File: config.mk
export PLATFORM = sky130hd
export DESIGN_NAME = hsrt_trim_reg
export DESIGN_NICKNAME = d
export VERILOG_FILES = /design/src/core/hsrt_pkg.sv /design/src/core/hsrt_trim_reg.sv
export SDC_FILE = /design/constraint.sdc
export NUM_CORES = 1
export LEC_CHECK = 0
export ABC_AREA = 1
export BUFFER_PORTS_ARGS = -buffer_cell sky130_fd_sc_hd__buf_2
export CORE_MARGIN = 2
export CORE_UTILIZATION = 47
export CTS_CLUSTER_DIAMETER = 60
export CTS_CLUSTER_SIZE = 12
export DETAILED_ROUTE_END_ITERATION = 10
export HOLD_SLACK_MARGIN = 0.1
export PLACE_DENSITY = 0.85
export SETUP_SLACK_MARGIN = 0.05
export SYNTH_ARGS = -nofsm -noshare
export SYNTH_HDL_FRONTEND = slang
export SYNTH_SLANG_ARGS = --single-unit
File: constraint.sdc
create_clock -name clk_sys_in -period 1.4 [get_ports clk_sys_in]
set_input_delay 0.28 -clock clk_sys_in [delete_from_list [all_inputs] [get_ports clk_sys_in]]
set_output_delay 0.28 -clock clk_sys_in [all_outputs]
set_load 0.01 [all_outputs]
File: src/core/hsrt_pkg.sv
/*
 * Package for the high-side recopy trim register block: register
 * offset, field positions, reset value and trim code encodings.
 * Assumes an 8-bit internal register port with a 6-bit address.
 */
// Functional notes
// - Register at 0x11, every bit reads zero
// - Bits 7:6 half-bridge trim, reset clears
// - Two-bit code: 0, -10%, +5%, +10%
// - Bits 5:3 switch two/three trim, reset clears
// - Three-bit code: 0,-5,-10,-15,res,+5,+10,+15
// - Bits 2:0 switch one trim, reset clears
package hsrt_pkg;
   localparam int          HSRT_ADDR_W      = 6;
   localparam int          HSRT_DATA_W      = 8;
   localparam logic [5:0]  HSRT_TRIM_OFFSET = 6'h11;
   localparam logic [7:0]  HSRT_TRIM_RESET  = 8'h00;
   localparam logic [7:0]  HSRT_READ_VALUE  = 8'h00;
   localparam int          HSRT_BRIDGE_MSB  = 7;
   localparam int          HSRT_BRIDGE_LSB  = 6;
   localparam int          HSRT_SW23_MSB    = 5;
   localparam int          HSRT_SW23_LSB    = 3;
   localparam int          HSRT_SW1_MSB     = 2;
   localparam int          HSRT_SW1_LSB     = 0;
   localparam logic [15:0] HSRT_FLASH_ADDR  = 16'hFDC6;

   // Half-bridge recopy adjustment codes
   typedef enum logic [1:0]
   {
      HSRT_BR_NONE   = 2'h0,
      HSRT_BR_MINUS10 = 2'h1,
      HSRT_BR_PLUS5  = 2'h2,
      HSRT_BR_PLUS10 = 2'h3
   } hsrt_bridge_code_t;

   // High-side recopy adjustment codes
   typedef enum logic [2:0]
   {
      HSRT_SW_NONE    = 3'h0,
      HSRT_SW_MINUS5  = 3'h1,
      HSRT_SW_MINUS10 = 3'h2,
      HSRT_SW_MINUS15 = 3'h3,
      HSRT_SW_RESVD   = 3'h4,
      HSRT_SW_PLUS5   = 3'h5,
      HSRT_SW_PLUS10  = 3'h6,
      HSRT_SW_PLUS15  = 3'h7
   } hsrt_switch_code_t;
endpackage : hsrt_pkg

File: src/core/hsrt_trim_reg.sv
/*
 * Write-only recopy trim register of the analog die. Holds the
 * half-bridge three/four trim and both high-side trims, and decodes
 * them into signed percent steps for the analog recopy stages.
 *
 * Assumes the serial link slave delivers one-cycle write and read
 * strobes with address and data on the same clock. All inputs come
 * from logic in the clk_sys_in domain, so none is synchronised here.
 * The processor side must reload the factory byte after each reset.
 */
`timescale 1ns/1ps

module hsrt_trim_reg
#(
   parameter int ADDR_W = hsrt_pkg::HSRT_ADDR_W,  // Address width
   parameter int DATA_W = hsrt_pkg::HSRT_DATA_W   // Data width
)
(
   input  wire logic                clk_sys_in,    // System clock
   input  wire logic                reset_in,      // Sync reset, high
   input  wire logic                clk_en_in,     // Freezes state low
   input  wire logic [ADDR_W-1:0]   addr_in,       // Register address
   input  wire logic                wr_en_in,      // Write strobe
   input  wire logic [DATA_W-1:0]   wr_data_in,    // Write data
   input  wire logic                rd_en_in,      // Read strobe
   output logic      [DATA_W-1:0]   rd_data_out,   // Read data
   output logic      [1:0]          upper_bridge_trim_low_range_out, // Bridge
   output logic      [2:0]          second_third_switch_trim_out, // Sw 2/3
   output logic      [2:0]          first_switch_trim_out,         // Sw 1
   output logic signed [4:0]        bridge_adjust_pct_out, // Bridge percent
   output logic signed [4:0]        sw23_adjust_pct_out,   // Sw 2/3 percent
   output logic signed [4:0]        sw1_adjust_pct_out,    // Sw 1 percent
   output logic                     reserved_code_out      // Code 100 held
);
   import hsrt_pkg::*;

   ////////////////////////////////////////////////////////////////////
   // Elaboration check
   // The field layout is fixed to one byte; the address must be at least six bits
   generate
      if ((DATA_W != 8) || (ADDR_W < 6))
      begin : g_bad_params
         $error("hsrt_trim_reg: DATA_W must be 8, ADDR_W at least 6");
      end
   endgenerate

   ////////////////////////////////////////////////////////////////////
   // Declarations

   // Register state
   logic [DATA_W-1:0]      trim;             // Written trim byte
   logic [DATA_W-1:0]      next_trim;        // Trim after this edge
   logic [DATA_W-1:0]      next_rd_data;     // Read data after edge
   logic                   wr_hit;           // Write to our offset

   // Bridge decode state
   logic signed [4:0]      next_bridge_pct;  // Bridge percent next
   logic                   next_reserved;    // Reserved flag next

   // Per-switch decode results, index 0 is switch one
   logic signed [4:0]      sw_pct_q [2];     // Registered percent

   ////////////////////////////////////////////////////////////////////
   // Decode helpers

   // Three-bit high-side code to signed percent
   function automatic logic signed [4:0] sw_pct(input logic [2:0] code);
      case (hsrt_switch_code_t'(code))
         HSRT_SW_MINUS5:  sw_pct = -5'sd5;
         HSRT_SW_MINUS10: sw_pct = -5'sd10;
         HSRT_SW_MINUS15: sw_pct = -5'sd15;
         HSRT_SW_PLUS5:   sw_pct = 5'sd5;
         HSRT_SW_PLUS10:  sw_pct = 5'sd10;
         HSRT_SW_PLUS15:  sw_pct = 5'sd15;
         // Reserved code maps to no adjustment, flagged apart
         default:         sw_pct = 5'sd0;
      endcase
   endfunction : sw_pct

   ////////////////////////////////////////////////////////////////////
   // Register group

   // Address match; other offsets belong to other blocks
   assign wr_hit = wr_en_in && (addr_in == ADDR_W'(HSRT_TRIM_OFFSET));

   // Next trim byte and read data
   always_comb
   begin
      next_trim    = trim;
      next_rd_data = rd_data_out;
      if (wr_hit)
      begin
         // Whole byte at once, no partial field writes
         next_trim = wr_data_in;
      end
      if (rd_en_in)
      begin
         // Write-only fields never leak onto the read path
         next_rd_data = HSRT_READ_VALUE;
      end
   end

   // Trim byte and read data flip-flops
   always_ff @(posedge clk_sys_in)
   begin
      if (reset_in)
      begin
         trim        <= HSRT_TRIM_RESET;
         rd_data_out <= HSRT_READ_VALUE;
      end
      else if (clk_en_in)
      begin
         trim        <= next_trim;
         rd_data_out <= next_rd_data;
      end
   end

   ////////////////////////////////////////////////////////////////////
   // Bridge decode group

   // Bridge percent and reserved flag from the held byte
   always_comb
   begin
      case (hsrt_bridge_code_t'(trim[HSRT_BRIDGE_MSB:HSRT_BRIDGE_LSB]))
         HSRT_BR_MINUS10: next_bridge_pct = -5'sd10;
         HSRT_BR_PLUS5:   next_bridge_pct = 5'sd5;
         HSRT_BR_PLUS10:  next_bridge_pct = 5'sd10;
         default:         next_bridge_pct = 5'sd0;
      endcase
      // Flags the undefined code so software misuse is visible
      next_reserved =
         (trim[HSRT_SW23_MSB:HSRT_SW23_LSB] == HSRT_SW_RESVD) ||
         (trim[HSRT_SW1_MSB:HSRT_SW1_LSB] == HSRT_SW_RESVD);
   end

   // Bridge percent and reserved flag flip-flops
   always_ff @(posedge clk_sys_in)
   begin
      if (reset_in)
      begin
         bridge_adjust_pct_out <= 5'sd0;
         reserved_code_out     <= 1'b0;
      end
      else if (clk_en_in)
      begin
         bridge_adjust_pct_out <= next_bridge_pct;
         reserved_code_out     <= next_reserved;
      end
   end

   ////////////////////////////////////////////////////////////////////
   // Switch decode group, one pass per three-bit field

   // Both switch fields share one code table and one timing
   for (genvar g = 0; g < 2; g++)
   begin : g_sw
      localparam int LSB = (g == 0) ? HSRT_SW1_LSB : HSRT_SW23_LSB;

      logic [2:0]        field;     // Field slice of the trim byte
      logic signed [4:0] next_pct;  // Percent after this edge

      // Decode of this field
      always_comb
      begin
         field    = trim[LSB +: 3];
         next_pct = sw_pct(field);
      end

      // Registered percent of this field
      always_ff @(posedge clk_sys_in)
      begin
         if (reset_in)
         begin
            sw_pct_q[g] <= 5'sd0;
         end
         else if (clk_en_in)
         begin
            sw_pct_q[g] <= next_pct;
         end
      end
   end

   ////////////////////////////////////////////////////////////////////
   // Outputs

   // Percent outputs straight from the per-field flip-flops
   assign sw1_adjust_pct_out  = sw_pct_q[0];
   assign sw23_adjust_pct_out = sw_pct_q[1];

   // Raw fields straight from the trim flip-flops
   assign upper_bridge_trim_low_range_out =
      trim[HSRT_BRIDGE_MSB:HSRT_BRIDGE_LSB];
   assign second_third_switch_trim_out = trim[HSRT_SW23_MSB:HSRT_SW23_LSB];
   assign first_switch_trim_out        = trim[HSRT_SW1_MSB:HSRT_SW1_LSB];
endmodule : hsrt_trim_reg

Word level (Yosys, flattened, before mapping)
Memory sizes are Yosys's and may differ from the RTL's.
Index checks and enable logic that the tools add are counted.

word-level totals
  memories = 1
  flip-flop bits (word level) = 14
  logic and storage cells = 37
  input bits = 19
  output and inout port bits = 32
  RAM bits = 10

cells by class
  reduce and logical (&&, ||, !) cells = 3
  equality and inequality tests = 18
  mux-type cells = 10
  bitwise logic cells = 2

memories
  name      words  bits a word  read ports  clocked after memory_dff  wr ports  line                 RTL
  sw_pct_q  2      5            2           0                         2         hsrt_trim_reg.sv:61  logic signed [4:0] sw_pct_q [2];

operators with widths
  operator              number
  $pmux W5 S6           2
  $eq A3 B3 Y1 const B  8
  $pmux W5 S3           1
  $eq A3 B2 Y1 const B  4
  $mux W5               2
  $eq A3 B1 Y1 const B  2
  $eq A6 B5 Y1 const B  1
  $mux W1               5
  $eq A2 B2 Y1 const B  2
  $eq A2 B1 Y1 const B  1
  $or A1 B1 Y1          2
  $reduce_and A2 Y1     1
  $logic_and A1 B1 Y1   1
  $logic_or A1 B1 Y1    1

Depth between registers and ports, before layout
  depth after elaboration = 4
  depth in mapped cells = 6

Worst setup path before layout
No wires, ideal clock.

  kind = in2reg
  start point = in reset_in
  end point = mem sw_pct_q[0][0] (enable)
  path slack = 294 ps
  path buffers = 1
  library setup time = 315 ps
  cell stages on the path = 3
  arrival = 792 ps
  path through = inv_1 > buf_2 > nand2_1

RTL lines
  element      line                 RTL
  from (decl)  hsrt_trim_reg.sv:20  input wire logic reset_in,
  to (decl)    hsrt_trim_reg.sv:61

Worst setup path in the final report
  start point = reg trim[5]
  end point = out second_third_switch_trim_out[2]

RTL lines
  element                 line                  RTL
  from (decl)             hsrt_trim_reg.sv:51   logic [DATA_W-1:0] trim;
  from (signal assigned)  hsrt_trim_reg.sv:113  trim <= next_trim;
  to (decl)               hsrt_trim_reg.sv:28   output logic [2:0] second_third_switch_trim_out,

No word-level cell between the ends.

==> run_results.csv <==
group,metric,value,unit
outcome,outcome,"completed",
synthesis,ys_ff_latch,24,
synthesis,muxShareOfSynthArea,0,%
synthesis,synth_area_per_cell,8.30,µm²
die,fp.dieW,54.8,µm
synthesis,synth-compound-area-share,6.61,%
sta,slew_violations,0,
sta,setup_viol,0,
sta,rsz0062_at_grt,"no",
cells_and_area,nets,213,
die,die_area,3000,µm²
pwr,p_comb_share,10.4,%
grt,grt_pass1_wl,3.42,mm
worst_hold_path,min_path_cells,4,
worst_setup_path,crit_path_start_kind,"register",
synthesis,synthAdderAreaFrac,3.10,%
grt,grt_pass1_vias,832,
worst_setup_path,r2r-start,"trim[5]",
worst_setup_path,cp_cell_sequence,"buf_2",
grt,grt_overflow,0,
pwr,ir_drop,0.000605,V
grt,antenna_found_initial,0,
detailed_routing,ant_nets,0,
worst_setup_path,critPathKind,"reg2out",
clock_network,cts_buffers,3,
worst_setup_path,path_buf_inv,1,
sta,skew,4.60,ps
cells_and_area,n_antenna_cell,0,
detailed_routing,wl,2.20,mm
pwr,clock_power_share,25.9,%
pwr,p_switching,0.000272,W
sta,timing.final.crit_share,86.9,%
pwr,swShare,23.3,%
worst_hold_path,hold_path_end,"bridge_adjust_pct_out[0]",
synthesis,syn-cell-area,1210,µm²
sta,hold_viol_final,0,
placed_design,gp_routability_congestion,0.715,
worst_setup_path,crit_arrival,940,ps
clock_network,post_cts_resized,0,
worst_setup_path,cp_max_fo,6,
placed_design,dpl_cell_area,1420,µm²
clock_network,cts_tree,"built",
clock_network,clockBufferDepth,2,
detailed_routing,first_pass_iters,4,
detailed_routing,drc,0,
synthesis,yosys_warnings,0,
clock_network,cts-root-buf,"clkbuf_4",
worst_setup_path,reg2regPathDepth,3,
grt,track_usage,16.3,%
clock_network,clk_latency,310,ps
worst_setup_path,end_kind,"output pin",
synthesis,ys_types,21,
clock_network,cts.sinks,24,
detailed_routing,drt_iter0_markers,9,
worst_hold_path,hp-class,"in2reg",
worst_setup_path,critPathSlowestCell,"dfxtp_1",
clock_network,h-tree-depth,1,
cells_and_area,final_area,1450,µm²
pwr,power_frac_seq,63.7,%
die,start_util,49.3,%
pwr,cellPowerDensity,808,nW/µm²
worst_setup_path,worstPathRequired,1120,ps
synthesis,seq_area_frac_synth,47.9,%
sta,fmax,822,MHz
detailed_routing,wl_per_cell,9.99,µm
placed_design,place.port_buffers,41,
grt,grt_max_degree,15,
worst_setup_path,path_delay_family,"flip-flops",
die,core_area,2450,µm²
cells_and_area,areaGrowthSynthToFinish,19.3,%
detailed_routing,vias,1013,
clock_network,path_clk_slew,120,ps
worst_setup_path,r2r_slack,380,ps
placed_design,dpl.hpwl,1.75,mm
die,die_h,54.8,µm
synthesis,netlist_instances,146,
synthesis,synth_top_family_by_area,"simple AND/OR/NAND/NOR gates",
pwr,internal-power,0.000895,W
sta,min_period,1220,ps
cells_and_area,drive_above_1_share,31.1,%
synthesis,synth_xor_area_share,0,%
worst_hold_path,hold_start,"reset_in",
pwr,power_leakage,0.747,nW
detailed_routing,detail_route.vias_per_cell,4.60,
synthesis,synthSimpleGateAreaFrac,28.0,%
worst_setup_path,r2r_end,"sw_pct_q[1][1]",
sta,tns,0,ps
run,cap_violations,0,
clock_network,cts_hold_buf,0,
die,pin_count,51,
clock_network,postCtsSetupBuffers,0,
worst_setup_path,slowest_delay,450,ps
die,num_rows,18,
cell families (layout without fill, tap and decap cells):
family | count (synthesis) | after routing
and+or+nand+nor | 73 | 73
buffers and inverters | 35 | 72
DFF | 24 | 24
AOI/OAI and AO/OA | 10 | 10
adders and majority gates | 3 | 3
other | 1 | 8
synth_stat cells (all sizes together):
master,instances,area [µm²]
a211oi,2,25.0
conb,1,3.75
dfxtp,14,280
ha,3,37.5
inv,25,93.8
nand3,19,95.1
edfxtp,10,300
a31oi,2,25.0
nor2,25,130
a21oi,4,20.0
nand2,27,104
buf,10,76.3
nor3,2,10.0
o21ai,2,10.0
worst max-delay path by stage:
| stage | end | from | cells after the start | slack, ps |
|---|---|---|---|---|
| 6_report | second_third_switch_trim_out[2] | trim[5] | 1 | 180 |
| 5_1_grt | first_switch_trim_out[2] | trim[2] | 1 | 120 |
| 3_5_place_dp | sw_pct_q[0][4] | clk_en_in | 3 | 260 |
| 3_3_place_gp | sw_pct_q[0][4] | clk_en_in | 3 | 290 |
| 2_1_floorplan | sw_pct_q[0][0] | reset_in | 3 | 290 |
| 4_1_cts | second_third_switch_trim_out[2] | trim[5] | 1 | 180 |
through the flow:
| step | setup WS, ps | power [W] | std cells | utilization [%] | hold WS, ps |
|---|---|---|---|---|---|
| after global placement | 289 | 0.000879 | 216 | 57.8 | 457 |
| after floorplan | 294 | 0.000848 | 153 | - | 438 |
| after detailed placement | 258 | 0.000881 | 216 | 57.8 | 457 |
| after global routing | 121 | 0.00122 | 220 | 58.9 | 262 |
| final | 183 | 0.00117 | 220 | 58.9 | 264 |
| after CTS | 177 | 0.00118 | 220 | 58.9 | 259 |
layer usage:
metal / global-route usage, % / share of wire (%)
met5: 0 / 0
met4: 10.8 / 2.6
met3: 3.28 / 5.8
met2: 26.0 / 48
met1: 19.8 / 43
sequential cells by signal, summed over array words and instances, names as in the netlist:
signal	count
bridge_adjust_pct_out	5
trim	8
sw_pct_q	10
reserved_code_out	1
final cells by class:
| class | count | area (µm²) |
|---|---|---|
| Multi-Input combinational cell | 94 | 487 |
| Inverter | 25 | 93.8 |
| Clock buffer | 4 | 26.3 |
| Sequential cell | 24 | 581 |
| Tap cell | 30 | 37.5 |
| Timing Repair Buffer | 43 | 220 |
| Fill cell | 242 | 1010 |
power groups by stage:
| stage | clock network, W | logic [W] | registers (W) |
|---|---|---|---|
| 6_report | 0.000303 | 0.000121 | 0.000743 |
| 3_5_place_dp | 0 | 0.000122 | 0.000760 |
| 5_1_grt | 0.000338 | 0.000138 | 0.000746 |
| 2_1_floorplan | 0 | 0.0000803 | 0.000768 |
| 4_1_cts | 0.000310 | 0.000122 | 0.000744 |
| 3_3_place_gp | 0 | 0.000120 | 0.000759 |
layout by cell type, fill, tap and decap left out:
| master | Yosys | final |
|---|---|---|
| nand2_2 | 1 | 1 |
| edfxtp_1 | 10 | 10 |
| nor2_4 | 2 | 2 |
| clkbuf_1 | 0 | 1 |
| nand2_1 | 26 | 26 |
| clkbuf_4 | 0 | 3 |
| o21ai_0 | 2 | 2 |
| nor2_1 | 20 | 20 |
| a211oi_2 | 2 | 2 |
| dfxtp_1 | 14 | 14 |
| buf_2 | 1 | 41 |
| nand3_1 | 19 | 19 |
| ha_1 | 3 | 3 |
| buf_4 | 8 | 2 |
| conb_1 | 1 | 8 |
| nor2_2 | 2 | 2 |
| inv_1 | 22 | 22 |
| a31oi_2 | 2 | 2 |
| inv_2 | 3 | 3 |
| nor2_8 | 1 | 1 |
| nor3_1 | 2 | 2 |
| a21oi_1 | 4 | 4 |
No activity file was read; power rests on OpenSTA's default activity.
